$ cat src/rtl/adm_pkg.sv
// Package: control word layout, register indices, reset values, timing
package adm_pkg;

    // Control word layout
    localparam int WORD_W = 16;
    localparam int WORD_ZERO_BIT = 15;
    localparam int IDX_MSB = 14;
    localparam int IDX_LSB = 8;
    localparam int DATA_MSB = 7;

    // Register indices
    localparam logic [6:0] IDX_ATT_LEFT = 7'h10;
    localparam logic [6:0] IDX_ATT_RIGHT = 7'h11;
    localparam logic [6:0] IDX_MUTE_RATE = 7'h12;
    localparam logic [6:0] IDX_CHAN_DEEMPH = 7'h13;
    localparam logic [6:0] IDX_FORMAT = 7'h14;
    localparam logic [6:0] IDX_PHASE_FLAG = 7'h16;

    // Field positions
    localparam int POS_LEFT_MUTE = 0;
    localparam int POS_RIGHT_MUTE = 1;
    localparam int POS_OVS = 6;
    localparam int POS_SOFT_REINIT = 7;
    localparam int POS_LEFT_DIS = 0;
    localparam int POS_RIGHT_DIS = 1;
    localparam int POS_DEEMPH_EN = 4;
    localparam int POS_DEEMPH_RATE = 5;
    localparam int POS_FORMAT = 0;
    localparam int POS_ROLLOFF = 5;
    localparam int POS_INVERT = 0;
    localparam int POS_FLAG_POL = 1;
    localparam int POS_FLAG_COMB = 2;

    // Writable bits of each register; reserved bits hold zero
    localparam logic [7:0] MASK_MUTE_RATE = 8'h43;
    localparam logic [7:0] MASK_CHAN_DEEMPH = 8'h73;
    localparam logic [7:0] MASK_FORMAT = 8'h27;
    localparam logic [7:0] MASK_PHASE_FLAG = 8'h07;

    // Reset values
    localparam logic [7:0] RST_ATT = 8'hff;
    localparam logic [7:0] RST_MUTE_RATE = 8'h00;
    localparam logic [7:0] RST_CHAN_DEEMPH = 8'h00;
    localparam logic [7:0] RST_FORMAT = 8'h05;
    localparam logic [7:0] RST_PHASE_FLAG = 8'h00;

    // Attenuation: codes at or below this one are infinite attenuation
    localparam logic [7:0] ATT_MUTE_CODE = 8'h80;

    // Ramp pacing: one step per this many sample periods
    localparam int STEP_SAMPLES = 8;
    localparam logic [2:0] STEP_LAST = 3'(STEP_SAMPLES - 1);

    // Oversampling ratios
    localparam logic [7:0] OVS_32 = 8'h20;
    localparam logic [7:0] OVS_64 = 8'h40;
    localparam logic [7:0] OVS_128 = 8'h80;

    // Audio data format codes
    typedef enum logic [2:0] {
        FMT_RJ24 = 3'h0,
        FMT_RJ20 = 3'h1,
        FMT_RJ18 = 3'h2,
        FMT_RJ16 = 3'h3,
        FMT_I2S = 3'h4,
        FMT_LJ = 3'h5,
        FMT_RSV6 = 3'h6,
        FMT_RSV7 = 3'h7
    } adm_format_t;

    // De-emphasis sample rate codes
    typedef enum logic [1:0] {
        DEEMPH_44K1 = 2'h0,
        DEEMPH_48K = 2'h1,
        DEEMPH_32K = 2'h2,
        DEEMPH_RSV = 2'h3
    } adm_deemph_t;

    // Decoded configuration handed to the datapath
    typedef struct packed {
        logic left_soft_mute;
        logic right_soft_mute;
        logic ovs_select;
        logic left_output_disable;
        logic right_output_disable;
        logic deemph_enable;
        adm_deemph_t deemph_rate_select;
        adm_format_t audio_format_select;
        logic rolloff_select;
        logic output_invert;
        logic flag_polarity;
        logic flag_combine_select;
    } adm_cfg_t;

endpackage

$ cat src/rtl/adm_mode_ctrl.sv
// Mode control register bank with soft mute ramps and zero flags
`timescale 1ns/1ps

// Summary of operation
// - Mute set: attenuator steps down 0.5 dB per 8 samples to infinite.
// - Mute cleared: attenuator steps up per 8 samples to programmed level.
// - Bit 0 mutes left, bit 1 right; both reset 0, 0 is normal.
// - Fast system clocks: oversampling select gives 64x at 0, 128x at 1.
// - 128 or 192 fS clocks: oversampling select gives 32x or 64x.
// - Writing soft reinit 1 returns all registers to defaults.
// - Output disable 1 holds that channel at bipolar zero.
// - Output disable 0 plays data; bit 0 left, bit 1 right.
// - De-emphasis applies only while its enable bit is 1.
// - Rate field: 00 44.1k, 01 48k, 10 32k, 11 reserved.
// - Format 000..011: right-justified 24, 20, 18, 16 bit.
// - Format 100 I2S, 101 left-justified default, 110/111 reserved.
// - Rolloff select: 0 sharp, 1 slow.
// - Output invert: 0 normal phase, 1 inverted.
// - Flag polarity: 0 high on zero, 1 low on zero.
// - Combine select 0 separate flags, 1 common flag on one pin.
// - Word: bit 15 zero, bits 14:8 index 10h-16h, bits 7:0 data.
// - Attenuation codes 0 to 128 mean infinite attenuation.
module adm_mode_ctrl
    import adm_pkg::*;
#(
    parameter int ZERO_SAMPLES = 1024
) (
    // Clock and reset
    input wire logic i_mclk,
    input wire logic i_rst_n,
    // Control word port
    input wire logic i_word_valid,
    input wire logic [15:0] i_word,
    // Sample clock pin and audio data status
    input wire logic i_lrck,
    input wire logic i_left_data_zero,
    input wire logic i_right_data_zero,
    input wire logic i_clk_ratio_low,
    // Configuration and datapath controls
    output adm_cfg_t o_cfg,
    output logic [7:0] o_left_level,
    output logic [7:0] o_right_level,
    output logic [1:0] o_ramp_busy,
    output logic [7:0] o_ovs_ratio,
    // Zero flag pins
    output logic o_flag_pin_a,
    output logic o_flag_pin_b
);

    localparam int ZW = 16;
    localparam logic [ZW-1:0] ZERO_LIMIT = ZW'(ZERO_SAMPLES);

    // Register storage
    logic [7:0] att_reg [2];
    logic [7:0] mute_rate_reset_ctrl;
    logic [7:0] channel_enable_deemph_ctrl;
    logic [7:0] format_filter_ctrl;
    logic [7:0] phase_flag_ctrl;
    logic [7:0] next_att_reg [2];
    logic [7:0] next_mute_rate_reset_ctrl;
    logic [7:0] next_channel_enable_deemph_ctrl;
    logic [7:0] next_format_filter_ctrl;
    logic [7:0] next_phase_flag_ctrl;
    logic reinit_req;
    logic next_reinit_req;
    logic init;

    // Word decode
    logic [6:0] word_idx;
    logic [7:0] word_data;
    logic word_ok;

    assign word_idx = i_word[IDX_MSB:IDX_LSB];
    assign word_data = i_word[DATA_MSB:0];
    assign word_ok = i_word_valid && !i_word[WORD_ZERO_BIT];

    // Power-on or soft reinit both start from defaults
    assign init = !i_rst_n || reinit_req;

    // Register write decode; unknown indices fall through untouched
    always_comb begin
        next_att_reg = att_reg;
        next_mute_rate_reset_ctrl = mute_rate_reset_ctrl;
        next_channel_enable_deemph_ctrl = channel_enable_deemph_ctrl;
        next_format_filter_ctrl = format_filter_ctrl;
        next_phase_flag_ctrl = phase_flag_ctrl;
        next_reinit_req = 1'b0;
        if (word_ok) begin
            unique case (word_idx)
                IDX_ATT_LEFT: next_att_reg[0] = word_data;
                IDX_ATT_RIGHT: next_att_reg[1] = word_data;
                IDX_MUTE_RATE: begin
                    // Reinit bit is a command, it never reads back as 1
                    next_mute_rate_reset_ctrl = word_data & MASK_MUTE_RATE;
                    next_reinit_req = word_data[POS_SOFT_REINIT];
                end
                IDX_CHAN_DEEMPH: begin
                    next_channel_enable_deemph_ctrl =
                        word_data & MASK_CHAN_DEEMPH;
                end
                IDX_FORMAT: next_format_filter_ctrl = word_data & MASK_FORMAT;
                IDX_PHASE_FLAG: begin
                    next_phase_flag_ctrl = word_data & MASK_PHASE_FLAG;
                end
                default: ; // Undefined index: ignored
            endcase
        end
    end

    // Register bank flops
    always_ff @(posedge i_mclk) begin
        if (init) begin
            att_reg[0] <= RST_ATT;
            att_reg[1] <= RST_ATT;
            mute_rate_reset_ctrl <= RST_MUTE_RATE;
            channel_enable_deemph_ctrl <= RST_CHAN_DEEMPH;
            format_filter_ctrl <= RST_FORMAT;
            phase_flag_ctrl <= RST_PHASE_FLAG;
            reinit_req <= 1'b0;
        end else begin
            att_reg <= next_att_reg;
            mute_rate_reset_ctrl <= next_mute_rate_reset_ctrl;
            channel_enable_deemph_ctrl <= next_channel_enable_deemph_ctrl;
            format_filter_ctrl <= next_format_filter_ctrl;
            phase_flag_ctrl <= next_phase_flag_ctrl;
            reinit_req <= next_reinit_req;
        end
    end

    // Field breakout to the datapath
    always_comb begin
        o_cfg.left_soft_mute = mute_rate_reset_ctrl[POS_LEFT_MUTE];
        o_cfg.right_soft_mute = mute_rate_reset_ctrl[POS_RIGHT_MUTE];
        o_cfg.ovs_select = mute_rate_reset_ctrl[POS_OVS];
        o_cfg.left_output_disable =
            channel_enable_deemph_ctrl[POS_LEFT_DIS];
        o_cfg.right_output_disable =
            channel_enable_deemph_ctrl[POS_RIGHT_DIS];
        o_cfg.deemph_enable =
            channel_enable_deemph_ctrl[POS_DEEMPH_EN];
        o_cfg.deemph_rate_select = adm_deemph_t'(
            channel_enable_deemph_ctrl[POS_DEEMPH_RATE +: 2]);
        o_cfg.audio_format_select = adm_format_t'(
            format_filter_ctrl[POS_FORMAT +: 3]);
        o_cfg.rolloff_select = format_filter_ctrl[POS_ROLLOFF];
        o_cfg.output_invert = phase_flag_ctrl[POS_INVERT];
        o_cfg.flag_polarity = phase_flag_ctrl[POS_FLAG_POL];
        o_cfg.flag_combine_select = phase_flag_ctrl[POS_FLAG_COMB];
    end

    // Oversampling ratio depends on the detected system clock ratio
    always_comb begin
        if (i_clk_ratio_low) begin
            o_ovs_ratio = o_cfg.ovs_select ? OVS_64 : OVS_32;
        end else begin
            o_ovs_ratio = o_cfg.ovs_select ? OVS_128 : OVS_64;
        end
    end

    // Sample clock pin synchroniser; stage one feeds only stage two
    logic [2:0] lr_sync;
    logic lr_stable;
    logic next_lr_stable;
    logic sample_tick;

    // A level counts once stages two and three agree
    always_comb begin
        next_lr_stable = lr_stable;
        if (lr_sync[1] == lr_sync[2]) begin
            next_lr_stable = lr_sync[2];
        end
    end

    assign sample_tick = next_lr_stable && !lr_stable;

    always_ff @(posedge i_mclk) begin
        if (!i_rst_n) begin
            lr_sync <= 3'h0;
            lr_stable <= 1'b0;
        end else begin
            lr_sync <= {lr_sync[1:0], i_lrck};
            lr_stable <= next_lr_stable;
        end
    end

    // Ramp pacing: a step enable every eighth sample period
    logic [2:0] step_cnt;
    logic [2:0] next_step_cnt;
    logic step_en;

    assign step_en = sample_tick && (step_cnt == STEP_LAST);

    always_comb begin
        next_step_cnt = step_cnt;
        if (sample_tick) begin
            next_step_cnt = step_cnt + 3'h1;
        end
    end

    always_ff @(posedge i_mclk) begin
        if (init) begin
            step_cnt <= 3'h0;
        end else begin
            step_cnt <= next_step_cnt;
        end
    end

    // Per-channel attenuator ramp and zero detector
    logic [1:0] mute_bit;
    logic [1:0] data_zero;
    logic [7:0] level [2];
    logic [1:0] zero_det;

    assign mute_bit = {o_cfg.right_soft_mute, o_cfg.left_soft_mute};
    assign data_zero = {i_right_data_zero, i_left_data_zero};

    generate
        for (genvar ch = 0; ch < 2; ch++) begin : g_chan
            logic [7:0] target;
            logic [7:0] next_level;
            logic [ZW-1:0] zero_cnt;
            logic [ZW-1:0] next_zero_cnt;

            // Low codes all mean mute, so the ramp floor is the mute code
            always_comb begin
                if (mute_bit[ch] || att_reg[ch] <= ATT_MUTE_CODE) begin
                    target = ATT_MUTE_CODE;
                end else begin
                    target = att_reg[ch];
                end
                next_level = level[ch];
                if (step_en && level[ch] > target) begin
                    next_level = level[ch] - 8'h01;
                end else if (step_en && level[ch] < target) begin
                    next_level = level[ch] + 8'h01;
                end
            end

            // Run of all-zero samples, saturating at the limit
            always_comb begin
                next_zero_cnt = zero_cnt;
                if (sample_tick) begin
                    if (!data_zero[ch]) begin
                        next_zero_cnt = '0;
                    end else if (zero_cnt != ZERO_LIMIT) begin
                        next_zero_cnt = zero_cnt + ZW'(1);
                    end
                end
            end

            always_ff @(posedge i_mclk) begin
                if (init) begin
                    level[ch] <= RST_ATT;
                    zero_cnt <= '0;
                end else begin
                    level[ch] <= next_level;
                    zero_cnt <= next_zero_cnt;
                end
            end

            assign zero_det[ch] = (zero_cnt == ZERO_LIMIT);
            assign o_ramp_busy[ch] = (level[ch] != target);
        end
    endgenerate

    assign o_left_level = level[0];
    assign o_right_level = level[1];

    // Flag pins: pin a carries right or common, pin b left or idle
    logic flag_a;
    logic flag_b;
    logic next_flag_a;
    logic next_flag_b;

    // The unassigned pin rests at the inactive level rather than floating
    always_comb begin
        if (o_cfg.flag_combine_select) begin
            next_flag_a = &zero_det;
            next_flag_b = 1'b0;
        end else begin
            next_flag_a = zero_det[1];
            next_flag_b = zero_det[0];
        end
        next_flag_a = next_flag_a ^ o_cfg.flag_polarity;
        next_flag_b = next_flag_b ^ o_cfg.flag_polarity;
    end

    always_ff @(posedge i_mclk) begin
        if (init) begin
            flag_a <= 1'b0;
            flag_b <= 1'b0;
        end else begin
            flag_a <= next_flag_a;
            flag_b <= next_flag_b;
        end
    end

    assign o_flag_pin_a = flag_a;
    assign o_flag_pin_b = flag_b;

endmodule

$ cat config.mk
export PLATFORM = sky130hd
export DESIGN_NAME = adm_mode_ctrl
export DESIGN_NICKNAME = d
export VERILOG_FILES = /design/src/rtl/adm_pkg.sv /design/src/rtl/adm_mode_ctrl.sv
export SDC_FILE = /design/constraint.sdc
export NUM_CORES = 1
export LEC_CHECK = 0
export BUFFER_PORTS_ARGS = -buffer_cell sky130_fd_sc_hd__buf_2
export CAP_MARGIN = 30
export CORE_ASPECT_RATIO = 1.1
export CORE_UTILIZATION = 52
export CTS_CLUSTER_DIAMETER = 150
export DETAILED_ROUTE_END_ITERATION = 12
export GPL_ROUTABILITY_DRIVEN = 0
export GPL_TIMING_DRIVEN = 0
export PLACE_DENSITY = 0.73
export SLEW_MARGIN = 20
export SYNTH_ARGS = -nofsm -noshare
export SYNTH_HDL_FRONTEND = slang
export SYNTH_SLANG_ARGS = --single-unit
$ cat constraint.sdc
create_clock -name i_mclk -period 3.4 [get_ports i_mclk]
set_clock_uncertainty 0.15 [all_clocks]
set_input_delay 0.17 -clock i_mclk [delete_from_list [all_inputs] [get_ports i_mclk]]
set_output_delay 0.17 -clock i_mclk [all_outputs]
set_load 0.02 [all_outputs]
== Word-level counts from Yosys, hierarchy flattened ==
Memories as Yosys holds them, arrays and structs flattened.
Cells that the tools add are included.

* Add/subtract/negate cells: 7
* Magnitude comparators: 6
* Equality and inequality tests: 16
* Multiplexer cells: 21
* Bitwise logic cells: 6
* Reductions and logical operators: 23

{| class="wikitable"
|+ Operator list
! operator !! number
|-
| 8-bit two-way mux || 10
|-
| 16-bit two-way mux || 4
|-
| 7-bit by 5-bit equality test with 1-bit output (second input constant) || 6
|-
| 16-bit by 1-bit adder with 16-bit output (second input constant) || 2
|-
| 16-bit by 11-bit equality test with 1-bit output (second input constant) || 2
|-
| 16-bit by 11-bit inequality test with 1-bit output (second input constant) || 2
|-
| 2-bit AND reduction || 9
|-
| 8-bit by 1-bit adder with 8-bit output (second input constant) || 2
|-
| 8-bit > comparator || 2
|-
| 8-bit <= comparator (second input constant) || 2
|-
| 8-bit less-than comparator || 2
|-
| 8-bit inequality test || 2
|-
| 8-bit by 1-bit subtractor with 8-bit output (second input constant) || 2
|-
| 1-bit logical AND || 7
|-
| 7-bit two-way mux || 1
|-
| 1-bit two-way mux || 6
|-
| 2-bit by 1-bit inequality test with 1-bit output (second input constant) || 2
|-
| 3-bit by 1-bit adder with 3-bit output (second input constant) || 1
|-
| 3-bit equality test (second input constant) || 1
|-
| 1-bit zero test || 3
|-
| 1-bit logical OR || 3
|-
| 3-bit OR reduction || 1
|-
| 1-bit inverter || 2
|-
| 1-bit OR || 2
|-
| 2 further kinds || 3
|}

* Register bits after elaboration: 73
* Memory bits (writable): 16
* Bits of input ports: 23
* Word-level logic and storage cells: 94
* Memories kept: 1

{| class="wikitable"
|+ Memory list
! memory !! depth !! width !! read ports !! clocked after Yosys merged registers in !! wr ports !! line !! RTL
|-
| level || 2 || 8 || 2 || 0 || 2 || adm_mode_ctrl.sv:211 || <nowiki>logic [7:0] level [2];</nowiki>
|}

== Logic depth before layout (Yosys ltp) ==
* Word-level depth: 8
* Gate-level depth with buffers: 15
* Mapped depth without buffers: 15

== Worst setup path before layout ==
No wires, ideal clock.

* Kind: flip-flop to flip-flop
* Start: register mute_rate_reset_ctrl[0]
* End: memory level[0][6]
* Arrival time: 3.401 ns
* Data required time: 3.128 ns
* Slack: -0.273 ns
* Stages on the path, launching flop included: 16
* Path buffers: 0
* Clock period less this slack: 3.673 ns
* Path through: dfxtp_1 > nor2b_1 > nand2_1 > ha_1 > nor2b_1 > o211ai_1 > a21oi_1 > o21ai_0 > inv_1 > ha_1 > nor2b_1 > o21a_1 > o21a_1 > o21a_1 > or3_1 > a311o_1

{| class="wikitable"
|+ RTL lines
! element !! line !! RTL
|-
| from (decl) || adm_mode_ctrl.sv:55 || <nowiki>logic [7:0] mute_rate_reset_ctrl;</nowiki>
|-
| from (signal assigned) || adm_mode_ctrl.sv:122 || <nowiki>mute_rate_reset_ctrl <= next_mute_rate_reset_ctrl;</nowiki>
|-
| to (decl) || adm_mode_ctrl.sv:211 ||
|}

==> impl_metrics.json <==
{
  "power_w": 0.00183,
  "htree_levels": 3,
  "syn_area_per_cell_um2": 8.92,
  "grt_remaining_overflow": 0,
  "routedWlPerCell_um": 14.8,
  "port_buffers": 59,
  "synth-seq-cells": 89,
  "worst_slack_ns": -0.124,
  "critPathMaxFanout": 6,
  "worstSetupPathType": "flop to flop",
  "synth_area_um2": 4630,
  "endpoint_kind": "flop",
  "drt_iter0_markers": 106,
  "seq_area_frac_synth_pct": 38.5,
  "drt_pass1_iterations": 4,
  "die_h_um": 101,
  "yosys.area.top_type": "dfxtp_1",
  "root_buffer": "clkbuf_8",
  "clock-sinks": 89,
  "route.detailed.drc": 0,
  "initial_core_util_pct": 54.5,
  "synth-main-ff-cell": "dfxtp_1",
  "vdd_drop_max_mv": 0.230,
  "routed-via-count": 4043,
  "cts_tree": "yes",
  "start_kind": "flop",
  "slew_headroom_pct": 52.7,
  "largest_reg_flops": 32,
  "crit_chain": "nor2b_4 > nand2_2 > ha_4 > nor2b_4 > o211ai_1 > a21oi_2 > o21ai_2 > inv_4 > ha_4 > nor2b_4 > o21a_1 > o21a_1 > o21a_1 > or3_1 > a311o_1",
  "max-cap-violations": 0,
  "fp.dieW_um": 91.9,
  "design_area_um2": 5880,
  "synth_top_area_share_pct": 38.5,
  "placed_cell_area_um2": 5110,
  "syn_inst": 519,
  "coreArea_um2": 8500,
  "clk_pin_slew_ns": 0.10,
  "grtUsageTotal_pct": 22.6,
  "synthTopCellsByCount": "dfxtp_1 (89), nand2_1 (64), nor2_1 (55)",
  "fmax_mhz": 284,
  "ant_nets": 0,
  "p_leak_nw": 2.52,
  "diodes": 0,
  "synthDistinctLibCells": 53,
  "rsz0062_at_grt": "true",
  "required_ns": 3.50,
  "area_delta_synth_final_pct": 27.0,
  "grt_max_degree": 17,
  "finalSetupViolations": 2,
  "finalCriticalPeriod_ns": 3.52,
  "rows": 35,
  "cts_buffer_depth": 2,
  "via_per_inst": 5.41,
  "grt_pass1_vias": 3743,
  "synth_most_common_cell": "dfxtp_1",
  "num_io_pins": 66,
  "violations": "negative setup slack",
  "clk-insertion-delay-late_ns": 0.36,
  "worst_pin_slew_ns": 0.706,
  "netlist_top_cells_area": "dfxtp_1 (39%), ha_1 (9.7%), mux2i_1 (8.0%)",
  "min_period_over_period_pct": 104,
  "drt-total-wl_um": 11100,
  "finalHoldViolCount": 0,
  "fin_util_pct": 69.2,
  "powerDensity_nw_per_um2": 312,
  "status": "finished with violations",
  "hpwl_um": 7380,
  "async_reset_ff_share_pct": 0,
  "grt_first_pass_wirelength_um": 16800,
  "arrival_ns": 3.63,
  "synth_warnings": 0,
  "dieArea_um2": 9280,
  "slowest_delay_ns": 0.35,
  "slew_viol_final": 0,
  "antenna_found_initial": 0,
  "synth_edf_count": 0,
  "slowest_stage": "dfxtp_2",
  "cts_made_buffers": 9,
  "drive_gt1_share_pct": 25.3,
  "hold_path.class": "input pin to flop",
  "fin_nets": 693
}
[routing by layer]
| metal | vias to the layer above | routed length [um] | global-route usage (%) | share of wire [%] |
|---|---|---|---|---|
| met5 | - | 0 | 0 | 0 |
| met4 | 0 | 261 | 9.25 | 2.4 |
| met3 | 22 | 457 | 4.00 | 4.1 |
| met2 | 97 | 5690 | 41.3 | 51 |
| met1 | 1907 | 4660 | 26.1 | 42 |
| li1 | 2017 | - | - | - |
[final timing paths]
check | start | endpoint | slack, ns | depth (start not counted)
setup / recovery | mute_rate_reset_ctrl[0] | level[0][6] | -0.12 | 15
hold / removal | i_word[1] | att_reg[9] | 0.01 | 3
hold reg to reg | lr_sync[0] | lr_sync[1] | 0.30 | 1
setup reg to reg | mute_rate_reset_ctrl[0] | level[0][6] | -0.12 | 15
[through the flow]
step                      hold slack, ns  setup TNS [ns]  cells  setup slack, ns
after global placement             0.233          -0.391    695           -0.200
after CTS                         0.0114               0    740          0.00309
after global routing             0.00600          -0.614    748           -0.234
after floorplan                    0.142        -0.00509    525         -0.00509
final                             0.0139          -0.214    748           -0.124
after detailed placement           0.245          -0.677    695           -0.273
[cells in the final DEF (no fill, tap or decap), types with 11 or more instances in the layout]
cell type / synthesis / final
dfxtp_1: 89 / 85
clkbuf_1: 13 / 14
nand2_1: 64 / 57
inv_1: 19 / 17
dlygate4sd3_1: 0 / 11
xnor2_1: 18 / 18
nand4_1: 12 / 12
nor2_1: 55 / 53
nand3_1: 12 / 11
o21ai_0: 18 / 15
buf_2: 1 / 60
buf_4: 5 / 27
xor2_1: 17 / 17
ha_1: 36 / 24
a21oi_1: 23 / 19
ha_4: 0 / 12
mux2i_1: 37 / 37
[area by class of cell]
type	instances	area [um2]
Buffer	19	91.3
Clock buffer	10	128
Clock inverter	6	52.6
Fill cell	642	2620
Inverter	19	76.3
Multi-Input combinational cell	398	2990
Sequential cell	89	1790
Tap cell	111	139
Timing Repair Buffer	96	616
[power by group]
part / internal (W) / switching [W]
clock: 0.000276 / 0.000406
sequential: 0.00104 / 0.00000122
combinational: 0.0000436 / 0.0000634
[kinds of logic after synthesis]
group | count (synthesis) | share of synthesized area (%)
xor gates and xnor gates | 35 | 6.63
other | 1 | 0.0810
and+or+nand+nor | 208 | 22.8
buffers and inverters | 38 | 3.52
DFF | 89 | 38.5
muxes | 37 | 8.00
AOI/OAI and AO/OA | 73 | 9.87
adders and majority gates | 38 | 10.6
[repair_timing]
action / 4_1_cts / 5_1_grt
pin swaps: 5 / 12
buffers inserted: 18 / 10
setup endpoints to repair: 4 / 11
endpoints found under the hold margin: 26 / 0
gates resized for setup: 11 / 42
hold buffers: 11 / 0
[worst max-delay path, delay by kind of cell, from the launching register on]
kind	cells	cell delay [ns]
AO/OA/AOI/OAI	7	1.47
AND/OR/NAND/NOR	5	0.84
adder cells (fa/ha/maj)	2	0.47
flip-flops	1	0.35
buffers and inverters	1	0.11
(Power assumes the default switching activity.)
